### src/modbus_slave_pkg.sv
package modbus_slave_pkg;

  // ********
  // function codes and exception layout
  // ********
  localparam logic [7:0] FN_READ16   = 8'h03;
  localparam logic [7:0] FN_WRITE16  = 8'h06;
  localparam logic [7:0] FN_DIAG     = 8'h08;
  localparam logic [7:0] FN_READ32   = 8'h64;
  localparam logic [7:0] FN_WRITE32  = 8'h65;
  localparam logic [7:0] EXC_FLAG    = 8'h80;

  localparam logic [7:0] EXC_ILLEGAL_FUNCTION = 8'h01;
  localparam logic [7:0] EXC_ILLEGAL_ADDRESS  = 8'h02;
  localparam logic [7:0] EXC_ILLEGAL_VALUE    = 8'h03;
  localparam logic [7:0] EXC_DEVICE_FAILURE   = 8'h04;

  // ********
  // field values
  // ********
  localparam logic [15:0] SUB_CLEAR_COUNTERS = 16'h000A;
  localparam logic [15:0] SUB_MSG_COUNT      = 16'h000E;
  localparam logic [15:0] REG_COUNT_ONE      = 16'h0001;
  localparam logic [7:0]  BYTE_COUNT_16      = 8'h02;
  localparam logic [3:0]  VOLATILE_SET_OFFSET = 4'h5;
  localparam logic [3:0]  MAX_DATA_SET       = 4'h9;
  localparam int          SET_MSB            = 15;
  localparam int          SET_LSB            = 12;
  localparam int          PARAM_MSB          = 11;

  // ********
  // frame lengths, crc included for requests, excluded for replies
  // ********
  localparam logic [3:0] LEN_MIN     = 4'h4;
  localparam logic [3:0] LEN_READ16  = 4'h8;
  localparam logic [3:0] LEN_WRITE16 = 4'h8;
  localparam logic [3:0] LEN_DIAG    = 4'h8;
  localparam logic [3:0] LEN_READ32  = 4'h6;
  localparam logic [3:0] LEN_WRITE32 = 4'hA;
  localparam logic [3:0] LEN_CRC     = 4'h2;
  localparam logic [3:0] LEN_EXC     = 4'h3;
  localparam logic [3:0] LEN_RSP16   = 4'h5;
  localparam logic [3:0] LEN_RSP32   = 4'h6;
  localparam int         RX_MAX      = 10;
  localparam int         TX_MAX      = 8;

  // ********
  // crc-16, reflected polynomial, residue over a whole good frame
  // ********
  localparam logic [15:0] CRC_INIT    = 16'hFFFF;
  localparam logic [15:0] CRC_POLY    = 16'hA001;
  localparam logic [15:0] CRC_RESIDUE = 16'h0000;

  // ********
  // timing and buffering
  // ********
  localparam int CLOCK_MHZ          = 100;
  localparam int REPLY_DELAY_US     = 10000;
  localparam int REPLY_DELAY_CYCLES = REPLY_DELAY_US * CLOCK_MHZ;
  localparam int TX_FIFO_DEPTH      = 8;
  localparam int TX_FIFO_WIDTH      = 8;

endpackage : modbus_slave_pkg

### src/crc16_byte_step.sv
`timescale 1ns/100ps
module crc16_byte_step (
  input  wire logic [15:0] i_crc,   // running crc
  input  wire logic [7:0]  i_data,  // next byte
  output logic      [15:0] o_crc    // crc after the byte
);

  // ********
  // eight shifts of the reflected crc, lsb first
  // ********
  always_comb begin
    logic [15:0] acc;
    acc = i_crc ^ {8'h00, i_data};
    for (int b = 0; b < 8; b++) begin
      acc = acc[0] ? ((acc >> 1) ^ modbus_slave_pkg::CRC_POLY) : (acc >> 1);
    end
    o_crc = acc;
  end

endmodule : crc16_byte_step

### src/tx_byte_fifo.sv
`timescale 1ns/100ps
module tx_byte_fifo #(
  parameter int WIDTH = 8,
  parameter int DEPTH = 8
) (
  input  wire logic             i_clock,     // system clock
  input  wire logic             i_sys_rst,   // synchronous reset
  input  wire logic             i_in_valid,  // write request
  output logic                  o_in_ready,  // room for a word
  input  wire logic [WIDTH-1:0] i_in_data,   // word written
  output logic                  o_out_valid, // word available
  input  wire logic             i_out_ready, // reader takes word
  output logic      [WIDTH-1:0] o_out_data   // oldest word
);

  localparam int PW = $clog2(DEPTH);

  logic [WIDTH-1:0] mem [DEPTH];
  logic [PW-1:0]    wr_ptr;
  logic [PW-1:0]    rd_ptr;
  logic [PW:0]      count;
  logic             push;
  logic             pop;

  assign o_in_ready  = (count != (PW+1)'(DEPTH));
  assign o_out_valid = (count != '0);
  assign o_out_data  = mem[rd_ptr];
  assign push        = i_in_valid && o_in_ready;
  assign pop         = o_out_valid && i_out_ready;

  // ********
  // storage and pointers
  // ********
  always_ff @(posedge i_clock) begin
    if (push) begin
      mem[wr_ptr] <= i_in_data;
    end
  end

  always_ff @(posedge i_clock) begin
    if (i_sys_rst) begin
      wr_ptr <= '0;
      rd_ptr <= '0;
      count  <= '0;
    end else begin
      if (push) begin
        wr_ptr <= (wr_ptr == PW'(DEPTH - 1)) ? '0 : wr_ptr + 1'b1;
      end
      if (pop) begin
        rd_ptr <= (rd_ptr == PW'(DEPTH - 1)) ? '0 : rd_ptr + 1'b1;
      end
      count <= count + (PW+1)'(push) - (PW+1)'(pop);
    end
  end

endmodule : tx_byte_fifo

### src/modbus_rtu_param_slave.sv
`timescale 1ns/100ps
// Behaviour
// read16 request: addr, 03, selector, count, crc
// selector: set in top nibble, parameter below
// read16 reply: echo, 02, value, crc
// read16 count not one: exception 83/02
// write16 request: 06, selector, value, crc
// good writes answered by exact echo
// write16 out of range: exception 86/04
// read32: 64, selector; reply four bytes
// read32 unknown parameter: exception E4/04
// write32 request: 65, selector, value, crc
// write32 out of range: exception E5/04
// diag 0A clears counters, echoes request
// diag 0E returns count including this one
// unsupported diag sub-function: exception 88/01
// crc16 low first; bad crc silently dropped
// exception: addr, function|80, code, crc
// sets 5..9 write volatile copy only
// set 0 read fails unless sets equal
// reply no earlier than 10 ms
module modbus_rtu_param_slave #(
  parameter int REPLY_DELAY_CYCLES = modbus_slave_pkg::REPLY_DELAY_CYCLES
) (
  input  wire logic        i_clock,         // 100 MHz system clock
  input  wire logic        i_sys_rst,       // synchronous reset, high
  input  wire logic [7:0]  i_slave_address, // own bus address
  input  wire logic        i_rx_valid,      // received byte strobe
  input  wire logic [7:0]  i_rx_data,       // received byte
  input  wire logic        i_rx_frame_end,  // end of frame strobe
  output logic             o_tx_valid,      // reply byte available
  output logic      [7:0]  o_tx_data,       // reply byte
  input  wire logic        i_tx_ready,      // link takes reply byte
  output logic             o_par_req,       // parameter access pulse
  output logic             o_par_write,     // access is a write
  output logic             o_par_wide,      // 32-bit access
  output logic             o_par_volatile,  // write without commit
  output logic      [3:0]  o_par_data_set,  // data set 0..4
  output logic      [11:0] o_par_number,    // parameter number
  output logic      [31:0] o_par_wdata,     // value written
  input  wire logic        i_par_done,      // access finished pulse
  input  wire logic        i_par_fail,      // range, unknown or sets differ
  input  wire logic [31:0] i_par_rdata      // value read
);

  typedef enum logic [2:0] {
    ST_IDLE, ST_DECODE, ST_PARAM, ST_HOLD, ST_SEND, ST_CRC_LO, ST_CRC_HI
  } state_t;

  state_t      state;
  logic [7:0]  rx_buf [modbus_slave_pkg::RX_MAX];
  logic [3:0]  rx_count;
  logic [3:0]  rx_len;
  logic [15:0] rx_crc;
  logic [15:0] next_rx_crc;
  logic [7:0]  tx_buf [modbus_slave_pkg::TX_MAX];
  logic [3:0]  tx_len;
  logic [3:0]  tx_idx;
  logic [15:0] tx_crc;
  logic [15:0] next_tx_crc;
  logic [15:0] msg_count;
  logic [31:0] delay_left;
  logic        frame_ok;
  logic        fifo_in_valid;
  logic        fifo_in_ready;
  logic [7:0]  fifo_in_data;
  logic        fifo_out_valid;
  logic [7:0]  fifo_out_data;
  logic        fifo_out_ready;

  // ********
  // request fields
  // ********
  logic [7:0]  fn;
  logic [15:0] selector;
  logic [15:0] word16;
  logic [31:0] word32;
  logic [3:0]  data_set;

  assign fn       = rx_buf[1];
  // selector split
  assign selector = {rx_buf[2], rx_buf[3]};
  assign word16   = {rx_buf[4], rx_buf[5]};
  assign word32   = {rx_buf[4], rx_buf[5], rx_buf[6], rx_buf[7]};
  assign data_set = selector[modbus_slave_pkg::SET_MSB:modbus_slave_pkg::SET_LSB];

  // ********
  // crc steps for receive and transmit
  // ********
  crc16_byte_step u_rx_crc (
    .i_crc  (rx_crc),
    .i_data (i_rx_data),
    .o_crc  (next_rx_crc)
  );

  crc16_byte_step u_tx_crc (
    .i_crc  (tx_crc),
    .i_data (fifo_in_data),
    .o_crc  (next_tx_crc)
  );

  // ********
  // frame capture
  // ********
  // whole-frame crc residue must be zero
  assign frame_ok = (rx_count >= modbus_slave_pkg::LEN_MIN)
                 && (rx_count <= 4'(modbus_slave_pkg::RX_MAX))
                 && (rx_crc == modbus_slave_pkg::CRC_RESIDUE)
                 && (rx_buf[0] == i_slave_address);

  always_ff @(posedge i_clock) begin
    if (i_sys_rst) begin
      rx_count <= '0;
      rx_crc   <= modbus_slave_pkg::CRC_INIT;
    end else if (state != ST_IDLE || i_rx_frame_end) begin
      rx_count <= '0;
      rx_crc   <= modbus_slave_pkg::CRC_INIT;
    end else if (i_rx_valid) begin
      rx_crc <= next_rx_crc;
      if (rx_count <= 4'(modbus_slave_pkg::RX_MAX)) begin
        rx_count <= rx_count + 4'h1;
      end
    end
  end

  always_ff @(posedge i_clock) begin
    if (state == ST_IDLE && i_rx_valid && !i_rx_frame_end
        && rx_count < 4'(modbus_slave_pkg::RX_MAX)) begin
      rx_buf[rx_count] <= i_rx_data;
    end
  end

  always_ff @(posedge i_clock) begin
    if (i_sys_rst) begin
      rx_len <= '0;
    end else if (state == ST_IDLE && i_rx_frame_end) begin
      rx_len <= rx_count;
    end
  end

  // ********
  // slave message counter
  // ********
  always_ff @(posedge i_clock) begin
    if (i_sys_rst) begin
      msg_count <= '0;
    end else if (state == ST_DECODE && fn == modbus_slave_pkg::FN_DIAG
                 && rx_len == modbus_slave_pkg::LEN_DIAG
                 && selector == modbus_slave_pkg::SUB_CLEAR_COUNTERS
                 && word16 == 16'h0000) begin
      // clear every counter
      msg_count <= '0;
    end else if (state == ST_IDLE && i_rx_frame_end && frame_ok) begin
      // count includes current request
      msg_count <= msg_count + 16'h0001;
    end
  end

  // ********
  // reply hold-off
  // ********
  always_ff @(posedge i_clock) begin
    if (i_sys_rst) begin
      delay_left <= '0;
    end else if (state == ST_IDLE && i_rx_frame_end && frame_ok) begin
      // hold-off starts at frame end
      delay_left <= 32'(REPLY_DELAY_CYCLES);
    end else if (delay_left != '0) begin
      delay_left <= delay_left - 32'h0000_0001;
    end
  end

  // ********
  // sequencer
  // ********
  always_ff @(posedge i_clock) begin
    if (i_sys_rst) begin
      state <= ST_IDLE;
    end else begin
      unique case (state)
        ST_IDLE: begin
          // bad or foreign frames get no reply
          if (i_rx_frame_end && frame_ok) begin
            state <= ST_DECODE;
          end
        end
        ST_DECODE: begin
          state <= ST_HOLD;
          unique case (fn)
            // read16 length and count
            modbus_slave_pkg::FN_READ16: begin
              if (rx_len != modbus_slave_pkg::LEN_READ16) begin
                state <= ST_IDLE;
              end else if (word16 == modbus_slave_pkg::REG_COUNT_ONE
                           && data_set <= modbus_slave_pkg::MAX_DATA_SET) begin
                state <= ST_PARAM;
              end
            end
            modbus_slave_pkg::FN_WRITE16: begin
              if (rx_len != modbus_slave_pkg::LEN_WRITE16) begin
                state <= ST_IDLE;
              end else if (data_set <= modbus_slave_pkg::MAX_DATA_SET) begin
                state <= ST_PARAM;
              end
            end
            modbus_slave_pkg::FN_READ32: begin
              if (rx_len != modbus_slave_pkg::LEN_READ32) begin
                state <= ST_IDLE;
              end else if (data_set <= modbus_slave_pkg::MAX_DATA_SET) begin
                state <= ST_PARAM;
              end
            end
            modbus_slave_pkg::FN_WRITE32: begin
              if (rx_len != modbus_slave_pkg::LEN_WRITE32) begin
                state <= ST_IDLE;
              end else if (data_set <= modbus_slave_pkg::MAX_DATA_SET) begin
                state <= ST_PARAM;
              end
            end
            modbus_slave_pkg::FN_DIAG: begin
              if (rx_len != modbus_slave_pkg::LEN_DIAG) begin
                state <= ST_IDLE;
              end
            end
            default: begin
              state <= ST_HOLD;
            end
          endcase
        end
        ST_PARAM: begin
          if (i_par_done) begin
            state <= ST_HOLD;
          end
        end
        ST_HOLD: begin
          if (delay_left == '0) begin
            state <= ST_SEND;
          end
        end
        ST_SEND: begin
          if (fifo_in_ready && tx_idx == tx_len - 4'h1) begin
            state <= ST_CRC_LO;
          end
        end
        ST_CRC_LO: begin
          if (fifo_in_ready) begin
            state <= ST_CRC_HI;
          end
        end
        ST_CRC_HI: begin
          if (fifo_in_ready) begin
            state <= ST_IDLE;
          end
        end
      endcase
    end
  end

  // ********
  // reply frame assembly
  // ********
  task automatic set_exception(input logic [7:0] code);
    tx_buf[1] <= fn | modbus_slave_pkg::EXC_FLAG;
    tx_buf[2] <= code;
    tx_len    <= modbus_slave_pkg::LEN_EXC;
  endtask : set_exception

  always_ff @(posedge i_clock) begin
    if (i_sys_rst) begin
      tx_len <= '0;
      for (int i = 0; i < modbus_slave_pkg::TX_MAX; i++) begin
        tx_buf[i] <= 8'h00;
      end
    end else if (state == ST_DECODE) begin
      // default reply is the request without crc
      for (int i = 0; i < modbus_slave_pkg::TX_MAX; i++) begin
        tx_buf[i] <= rx_buf[i];
      end
      tx_len <= rx_len - modbus_slave_pkg::LEN_CRC;
      unique case (fn)
        modbus_slave_pkg::FN_READ16: begin
          // register count must be one
          if (word16 != modbus_slave_pkg::REG_COUNT_ONE
              || data_set > modbus_slave_pkg::MAX_DATA_SET) begin
            set_exception(modbus_slave_pkg::EXC_ILLEGAL_ADDRESS);
          end
        end
        modbus_slave_pkg::FN_WRITE16, modbus_slave_pkg::FN_READ32,
        modbus_slave_pkg::FN_WRITE32: begin
          if (data_set > modbus_slave_pkg::MAX_DATA_SET) begin
            set_exception(modbus_slave_pkg::EXC_ILLEGAL_ADDRESS);
          end
        end
        modbus_slave_pkg::FN_DIAG: begin
          if (selector == modbus_slave_pkg::SUB_CLEAR_COUNTERS) begin
            if (word16 != 16'h0000) begin
              set_exception(modbus_slave_pkg::EXC_ILLEGAL_VALUE);
            end
          end else if (selector == modbus_slave_pkg::SUB_MSG_COUNT) begin
            // counter in data field
            tx_buf[4] <= msg_count[15:8];
            tx_buf[5] <= msg_count[7:0];
          end else begin
            // unsupported sub-function
            set_exception(modbus_slave_pkg::EXC_ILLEGAL_FUNCTION);
          end
        end
        default: begin
          set_exception(modbus_slave_pkg::EXC_ILLEGAL_FUNCTION);
        end
      endcase
    end else if (state == ST_PARAM && i_par_done) begin
      if (i_par_fail) begin
        // store refusal
        set_exception(modbus_slave_pkg::EXC_DEVICE_FAILURE);
      end else if (fn == modbus_slave_pkg::FN_READ16) begin
        // byte count then value high first
        tx_buf[2] <= modbus_slave_pkg::BYTE_COUNT_16;
        tx_buf[3] <= i_par_rdata[15:8];
        tx_buf[4] <= i_par_rdata[7:0];
        tx_len    <= modbus_slave_pkg::LEN_RSP16;
      end else if (fn == modbus_slave_pkg::FN_READ32) begin
        // four bytes msb first, no byte count
        tx_buf[2] <= i_par_rdata[31:24];
        tx_buf[3] <= i_par_rdata[23:16];
        tx_buf[4] <= i_par_rdata[15:8];
        tx_buf[5] <= i_par_rdata[7:0];
        tx_len    <= modbus_slave_pkg::LEN_RSP32;
      end
    end
  end

  // ********
  // parameter store access
  // ********
  always_ff @(posedge i_clock) begin
    if (i_sys_rst) begin
      o_par_req      <= 1'b0;
      o_par_write    <= 1'b0;
      o_par_wide     <= 1'b0;
      o_par_volatile <= 1'b0;
      o_par_data_set <= '0;
      o_par_number   <= '0;
      o_par_wdata    <= '0;
    end else begin
      o_par_req <= 1'b0;
      if (state == ST_DECODE && data_set <= modbus_slave_pkg::MAX_DATA_SET
          && ((fn == modbus_slave_pkg::FN_READ16 && rx_len == modbus_slave_pkg::LEN_READ16
               && word16 == modbus_slave_pkg::REG_COUNT_ONE)
           || (fn == modbus_slave_pkg::FN_WRITE16 && rx_len == modbus_slave_pkg::LEN_WRITE16)
           || (fn == modbus_slave_pkg::FN_READ32 && rx_len == modbus_slave_pkg::LEN_READ32)
           || (fn == modbus_slave_pkg::FN_WRITE32 && rx_len == modbus_slave_pkg::LEN_WRITE32))) begin
        o_par_req <= 1'b1;
        // 16-bit write value
        // 32-bit write value
        o_par_write  <= (fn == modbus_slave_pkg::FN_WRITE16) || (fn == modbus_slave_pkg::FN_WRITE32);
        o_par_wide   <= (fn == modbus_slave_pkg::FN_READ32) || (fn == modbus_slave_pkg::FN_WRITE32);
        o_par_number <= selector[modbus_slave_pkg::PARAM_MSB:0];
        o_par_wdata  <= (fn == modbus_slave_pkg::FN_WRITE32) ? word32 : {16'h0000, word16};
        // high sets map to volatile copy
        o_par_volatile <= data_set >= modbus_slave_pkg::VOLATILE_SET_OFFSET;
        o_par_data_set <= (data_set >= modbus_slave_pkg::VOLATILE_SET_OFFSET)
                        ? data_set - modbus_slave_pkg::VOLATILE_SET_OFFSET : data_set;
      end
    end
  end

  // ********
  // transmit into the fifo
  // ********
  assign fifo_in_valid = (state == ST_SEND) || (state == ST_CRC_LO) || (state == ST_CRC_HI);

  // crc appended low byte first
  // exception frame built above, crc here
  always_comb begin
    unique case (state)
      ST_CRC_LO: fifo_in_data = tx_crc[7:0];
      ST_CRC_HI: fifo_in_data = tx_crc[15:8];
      default:   fifo_in_data = tx_buf[tx_idx[2:0]];
    endcase
  end

  always_ff @(posedge i_clock) begin
    if (i_sys_rst) begin
      tx_idx <= '0;
      tx_crc <= modbus_slave_pkg::CRC_INIT;
    end else if (state == ST_HOLD) begin
      tx_idx <= '0;
      tx_crc <= modbus_slave_pkg::CRC_INIT;
    end else if (state == ST_SEND && fifo_in_ready) begin
      tx_idx <= tx_idx + 4'h1;
      tx_crc <= next_tx_crc;
    end
  end

  tx_byte_fifo #(
    .WIDTH (modbus_slave_pkg::TX_FIFO_WIDTH),
    .DEPTH (modbus_slave_pkg::TX_FIFO_DEPTH)
  ) u_tx_fifo (
    .i_clock     (i_clock),
    .i_sys_rst   (i_sys_rst),
    .i_in_valid  (fifo_in_valid),
    .o_in_ready  (fifo_in_ready),
    .i_in_data   (fifo_in_data),
    .o_out_valid (fifo_out_valid),
    .i_out_ready (fifo_out_ready),
    .o_out_data  (fifo_out_data)
  );

  // ********
  // registered output stage
  // ********
  assign fifo_out_ready = !o_tx_valid || i_tx_ready;

  always_ff @(posedge i_clock) begin
    if (i_sys_rst) begin
      o_tx_valid <= 1'b0;
      o_tx_data  <= 8'h00;
    end else if (fifo_out_ready) begin
      o_tx_valid <= fifo_out_valid;
      o_tx_data  <= fifo_out_data;
    end
  end

endmodule : modbus_rtu_param_slave

### config.mk
export PLATFORM = sky130hd
export DESIGN_NAME = modbus_rtu_param_slave
export DESIGN_NICKNAME = d
export VERILOG_FILES = /design/src/modbus_slave_pkg.sv /design/src/crc16_byte_step.sv /design/src/tx_byte_fifo.sv /design/src/modbus_rtu_param_slave.sv
export SDC_FILE = /design/constraint.sdc
export NUM_CORES = 1
export LEC_CHECK = 0
export ABC_AREA = 0
export BUFFER_PORTS_ARGS = -buffer_cell sky130_fd_sc_hd__buf_2
export CAP_MARGIN = 0
export CORE_MARGIN = 4
export CORE_UTILIZATION = 50
export DETAILED_ROUTE_END_ITERATION = 8
export GPL_TIMING_DRIVEN = 0
export HOLD_SLACK_MARGIN = 0.05
export PLACE_DENSITY = 0.66
export SYNTH_ARGS = -nofsm -noshare
export SYNTH_HDL_FRONTEND = slang
export SYNTH_SLANG_ARGS = --single-unit
### constraint.sdc
create_clock -name i_clock -period 3.6 [get_ports i_clock]
set_input_delay 0.72 -clock i_clock [delete_from_list [all_inputs] [get_ports i_clock]]
set_output_delay 0.72 -clock i_clock [all_outputs]
set_load 0.1 [all_outputs]
Word-level counts from Yosys, hierarchy flattened
Memory sizes are Yosys's and may differ from the RTL's. A register that Yosys moved wholly into a read port is not among the register bits. Index checks and enable logic that the tools add are counted.

Register bits: 226. Bits of input ports: 55. RAM bits: 144. Memories: 2.

Memories: rx_buf (words 10, width 8, rd ports 8, clocked after Yosys merged registers in 0, write ports 1, RTL line modbus_rtu_param_slave.sv:51) `logic [7:0] rx_buf [modbus_slave_pkg::RX_MAX];`; u_tx_fifo.mem (words 8, width 8, rd ports 1, clocked after Yosys merged registers in 1, write ports 1, RTL line tx_byte_fifo.sv:18) `logic [WIDTH-1:0] mem [DEPTH];`.

$lt $le $gt $ge: 7. Eq/ne operators: 34. Reductions and logical operators: 63. $add $sub $neg: 11. Multiplexer cells: 74. Bitwise operators: 19.

Operators by type and width (number): $mux W16 (24); $mux W40 (2); $mux W32 (2); $mux W24 (2); $not A2 Y3 (16); $pmux W16 S3 (1); $mux W4 (11); $mux W20 (2); $mux W8 (5); $eq A16 B4 Y1 const B (2); $logic_not A16 Y1 (2); $logic_not A32 Y1 (1); $reduce_bool A32 Y1 (1); $sub A32 B1 Y32 const B (1); $xor A16 B8 Y16 (2); $logic_and A1 B1 Y1 (26); $bmux W8 S3 (1); $mux W3 (8); $pmux W3 S7 (1); $add A16 B1 Y16 const B (1); $eq A16 B1 Y1 const B (1); $eq A8 B7 Y1 const B (2); $ne A16 B1 Y1 const B (1); $pmux W8 S2 (1); 44 further kinds (92).

Logic depth before layout (Yosys ltp)
Depth in word-level cells: 22. Depth in mapped cells: 12.

Hierarchy
From an unflattened synthesis, not the netlist that was laid out.

Cell total of the unflattened synthesis: 1646. Area, all modules: 16879.9 um^2.

By module, submodules not included: modbus_rtu_param_slave (instances 1, cells an instance 1421, sequential area each 6406.1 um^2, area an instance 13103.8 um^2); tx_byte_fifo (instances 1, cells an instance 169, sequential area each 2182.1 um^2, area an instance 3188.1 um^2); crc16_byte_step (instances 2, cells an instance 28, sequential area each 0.0 um^2, area an instance 294.0 um^2).

Least setup slack after synthesis
Ideal clock, no wire load.

Kind: register -> register. Start point: register state[2]. End point: memory u_tx_fifo.mem[0][0], enable pin. Stages on the path, launching flop included: 7. Data required time: 3.205 ns. Setup slack: 0.768 ns. Arrival time: 2.437 ns. Period minus slack after synthesis: 2.832 ns. Setup time: 0.395 ns. Cell sequence: dfxtp_1 buf_2 buf_2 clkbuf_1 buf_1 nand3_1 nor4_1.

Word-level cells in the longest chain between the ends: 6. Elaborated cells between the ends (all ways): 8.

Ends and longest elaborated chain: start, declared (RTL line modbus_rtu_param_slave.sv:50) `state_t state;`; start signal, assigned (RTL line modbus_rtu_param_slave.sv:178) `state <= ST_IDLE;`; start signal, assigned (RTL line modbus_rtu_param_slave.sv:184) `state <= ST_DECODE;`; start signal, assigned (RTL line modbus_rtu_param_slave.sv:188) `state <= ST_HOLD;`; $eq A3 B3 Y1 (RTL line modbus_rtu_param_slave.sv:371) `assign fifo_in_valid = (state == ST_SEND) || (state == ST_CRC_LO) || (state == ST_CRC_HI);`; $logic_or A1 B1 Y1 (RTL line modbus_rtu_param_slave.sv:371); $logic_or A1 B1 Y1 (*) (RTL line modbus_rtu_param_slave.sv:371); $logic_and A1 B1 Y1 (*) (RTL line tx_byte_fifo.sv:28) `assign push = i_in_valid && o_in_ready;`; $mux W1 (*) (RTL line tx_byte_fifo.sv:35) `if (push) begin`; $mux W1 (not written as such) (*) (RTL line tx_byte_fifo.sv:36) `mem[wr_ptr] <= i_in_data;`; end, declared (RTL line tx_byte_fifo.sv:18).

Every way passes the cells marked *; elsewhere a longest branch is shown, timed or not.

==> results <==
- The run finished with clean final reports.
- The setup skew after layout is ~0.024 ns.
- In the final design database the tool counted approximately 1.8k nets.
- The synthesized area divided by synthesized cell count is just over 10 um2.
- The number of port buffers is ~120.
- The signal on the critical path passes through clkbuf_1, or4b_2, nor2_1, a32o_1, o21a_1, clkbuf_1, buf_1, nand2_1, a21oi_1.
- The number of nets handed over by synthesis was ~1.7k.
- The power spent charging and discharging nets is approximately 3.4 mW.
- The final number of setup-violating endpoints is 0.
- The count of synthesis-stage warnings from yosys is 0.
- The delay of the slowest cell on the worst path is between 0.7 and 0.8 ns.
- The detailed placer's ending HPWL is 33.5 mm.
- In this run the power density over the cells is ~600 mW/mm2.
- During I/O placement, the number of pins put on the boundary was around 120.
- In this run the most used layer during global routing was met2.
- Among all stages on the critical path, the largest delay is contributed by or4b_2.
- Tracing the worst setup path back leads to its startpoint at rx_buf[1][0].
- The worst setup path is captured at a flop.
- The maximum clock path buffer count is 3.
- The share of flip-flops with an asynchronous set or reset after synthesis is 0%.
- The path category of the worst min-delay check is reg -> reg.
- The root buffer cell is clkbuf_16.
- The most frequently used cell type in the post-synthesis netlist is nand2_1.
- The startpoint type of the worst setup path is a flop.
- In this run the critical register-to-register path is launched from rx_buf[1][0].
- Cells with a size suffix above 1 make up between 10 and 15% of the layout.
- Once placement finished, the instance area stood at 0.0172 mm2.
- The first detailed-routing pass ran for 6 iterations.
- The final layout contains routed wiring with a total length of between 40 and 50 mm.
- The tool flagged a number of max-cap violations equal to 0.
- The H-tree generated during clock tree synthesis spans 2 levels.
- The count of clock tree sinks is roughly 360.
- Counting flops with a built-in enable in the synthesized netlist gives between 100 and 150.
- The met2 track utilization from global routing is 40.9%.
- Entering global routing, the biggest net connects 15 pins.
- In the final routed layout, each cell accounts on average for between 20 and 25 um.
- Counting tap cells, the placed design contains a total of 2119 instances.
- STA puts the critical path data required time at approximately 4.1 ns.
- Counting flops and latches in the post-synthesis netlist gives 362.
- The launch point of the worst hold path is o_par_wdata[19].
- Buffers inserted during clock tree synthesis total 40.
- Synthesis produced a netlist whose cell count is around 1.6k.
- The initialized floorplan defines 65 standard-cell rows.
- The first global-routing pass estimated about 70 mm of wire.
- Post-CTS timing repair inserted 0 buffers for setup.
- The relative slew slack is around 22%.
- Across every metal layer, demand over resource in global routing totals between 20% and 30%.
- The cell taking the most area after synthesis is dfxtp_1.
- The internal power contribution is between 8 and 9 mW.
- STA puts the critical path data arrival time at 3.80 ns.
- The met1 track utilization from global routing is around 35%.
- After clock tree synthesis, the clock-pin slew on the worst setup and hold paths is 0.06 ns.
- The insertion delay of the later-clocked pin in the worst-skew pair is roughly 0.54 ns.
- The final routed DRC violation total is 0.
- The placer congestion estimate is 0.926.
- Among the stages of the critical path, the cell type that occurs most often is clkbuf_1.
- The overall overflow remaining after global route is 0.
- The layout-stage area growth over the synthesis result is 15.6%.
- The max-slew violation count is 0.
- In this run the horizontal extent of the chip is 188 um.
- The CTS tree is done.
- The post-synthesis cell area is 0.0161 mm2.
- In this run, the number of DRC markers left after iteration 0 of detailed routing was approximately 1.3k.
- The synthesized netlist contains 74 unique library cells.
- The die span in y is around 190 um.
- The average via count per standard cell is 5.81.
- The placement-stage worst setup slack is -0.279 ns.
- The highest net fanout along the worst path is 10.
- The final total negative setup slack is 0 ns.
- In the synthesized netlist the dominant register cell turns out to be dfxtp_1.
- The combinational fraction of design power is between 20% and 30%.
- The slack of the critical path is ~0.26 ns.
- IR analysis of the VDD net gives a maximum drop of 0.349 mV.
- The sequential area share after synthesis is a little over half.
- The critical path in this run is classified as reg -> reg.
- The standby leakage power is 6.80 nW.
- The routed layout has between 10k and 15k vias.
- The worst path uses between 90 and 100% of the clock period.
- The die footprint is between 0.03 and 0.04 mm2.
- The fraction of power spent switching nets is ~30%.
- 0 antenna diodes ended up in the layout.
- The post-route core utilization is between 50% and 60%.
- The area of the core is approximately 0.032 mm2.
- The initial antenna violation count is 0.
- The time the final worst path needs with I/O delays and setup is roughly 3.3 ns.
- For this run, the top clock speed supported by timing is approximately 0.30 GHz.
- By area the synthesized netlist is led by dfxtp_1 29%, edfxtp_1 24%, nand2_1 5.5%.
- The number of global-route vias before repair is 12.2k.
- In this run the remaining antenna-violating nets after routing total 0.
- Ranked by instance count, the synthesized netlist is headed by 235 x nand2_1, 234 x dfxtp_1, 181 x nor2_1.
- The share of total power dissipated in the clock network is ~37%.
- Once layout is complete, the cells apart from fillers number ~2.2k.
- Setup repair after global routing left no endpoint under its margin.
- The initial core utilization is roughly half.
- Hold is met by ~0.45 ns.
- Sequential cells burn between 40% and 50% of the power.
- Total power for the finished layout comes to between 10 and 15 mW.
- Fill cells in the final layout number between 2k and 3k.
- The top cell type by area accounts for 29.0% of the synthesized area.
- At the pin with the least slew margin, the transition time is between 1 and 1.5 ns.
- The final hold violation count is 0.
- Global routing consumed, on the met3 layer, 3.87% of the routing resources.
- With fillers left out, the area of the finished cells amounts to about 0.019 mm2.
[cell families after synthesis]
| logic type | after synthesis | share of synthesized area (%) |
|---|---|---|
| and+or+nand+nor | 615 | 17.1 |
| DFF | 362 | 52.9 |
| buffers and inverters | 125 | 3.23 |
| AOI/OAI and AO/OA | 295 | 11.8 |
| adders and majority gates | 23 | 1.83 |
| xor gates and xnor gates | 103 | 6.09 |
| muxes | 78 | 7.07 |
[worst paths after layout]
path / to / slack [ns] / depth (start not counted)
setup / recovery: o_par_number[2] / 0.26 / 9
hold / removal: o_par_wdata[19] / 0.45 / 2
setup reg to reg: o_par_number[2] / 0.26 / 9
hold reg to reg: o_par_wdata[19] / 0.45 / 2
[layout make-up]
class                           count  area [um2]  share of cell area [%]
Timing Repair Buffer              116         583                    3.12
Inverter                           29         109                   0.583
Sequential cell                   362        8530                    45.7
Buffer                             96         413                    2.21
Tap cell                          402         503                    2.70
Multi-Input combinational cell   1114        7150                    38.3
Clock buffer                       54        1170                    6.25
Clock inverter                     20         213                    1.14
[flip-flops by register name (all words and copies together), names as in the netlist, 8 cells and up]
signal / flops
rx_buf: 64
tx_buf: 64
u_tx_fifo.mem: 64
delay_left: 32
o_par_wdata: 32
msg_count: 16
rx_crc: 16
tx_crc: 16
o_par_number: 12
o_tx_data: 8
[power groups by stage]
stage          registers (mW)  clock network (mW)  logic, mW
3_3_place_gp             4.81                   0       2.40
2_1_floorplan            5.01                   0       1.73
5_1_grt                  4.78                4.46       2.74
6_report                 4.74                4.24       2.46
4_1_cts                  4.74                4.28       2.47
3_5_place_dp             4.82                   0       2.45
[layer usage]
layer	up-vias	wire length [um]	share of wire (%)
met3	103	2730	6.0
met2	460	21200	46
met4	0	1610	3.5
met1	6151	20200	44
met5	-	0	0
li1	6017	-	-
[worst max-delay path, delay by kind of cell, from the launching register on]
family	cells	cell delay [ns]
and+or+nand+nor	3	1.12
buffers and inverters	3	1.04
AOI/OAI and AO/OA	3	0.75
DFF	1	0.35
[timing repair]
| action | CTS | global route |
|---|---|---|
| endpoints found under the setup margin | 16 | 39 |
| gates resized for setup | 2 | 8 |
| hold endpoints to repair | 0 | 0 |
| hold buffers | 0 | 0 |
[layout by cell type (no fill, tap or decap), types with 12 or more instances in the layout]
cell and instances:
mux4_2 21, xor2_1 28, ha_1 22, and2_1 18
clkbuf_1 76, a211oi_1 30, a311oi_1 33, nand2_1 235
o21ai_0 33, dfxtp_1 234, nand3_1 46, inv_1 29
a21oi_1 130, nor3_1 34, nand2b_1 14, edfxtp_1 128
nor4_1 14, buf_2 123, clkinv_2 12, clkbuf_16 42
nor2_1 178, mux2i_1 39, xnor2_1 64
Power figures use the tool's default switching activity.
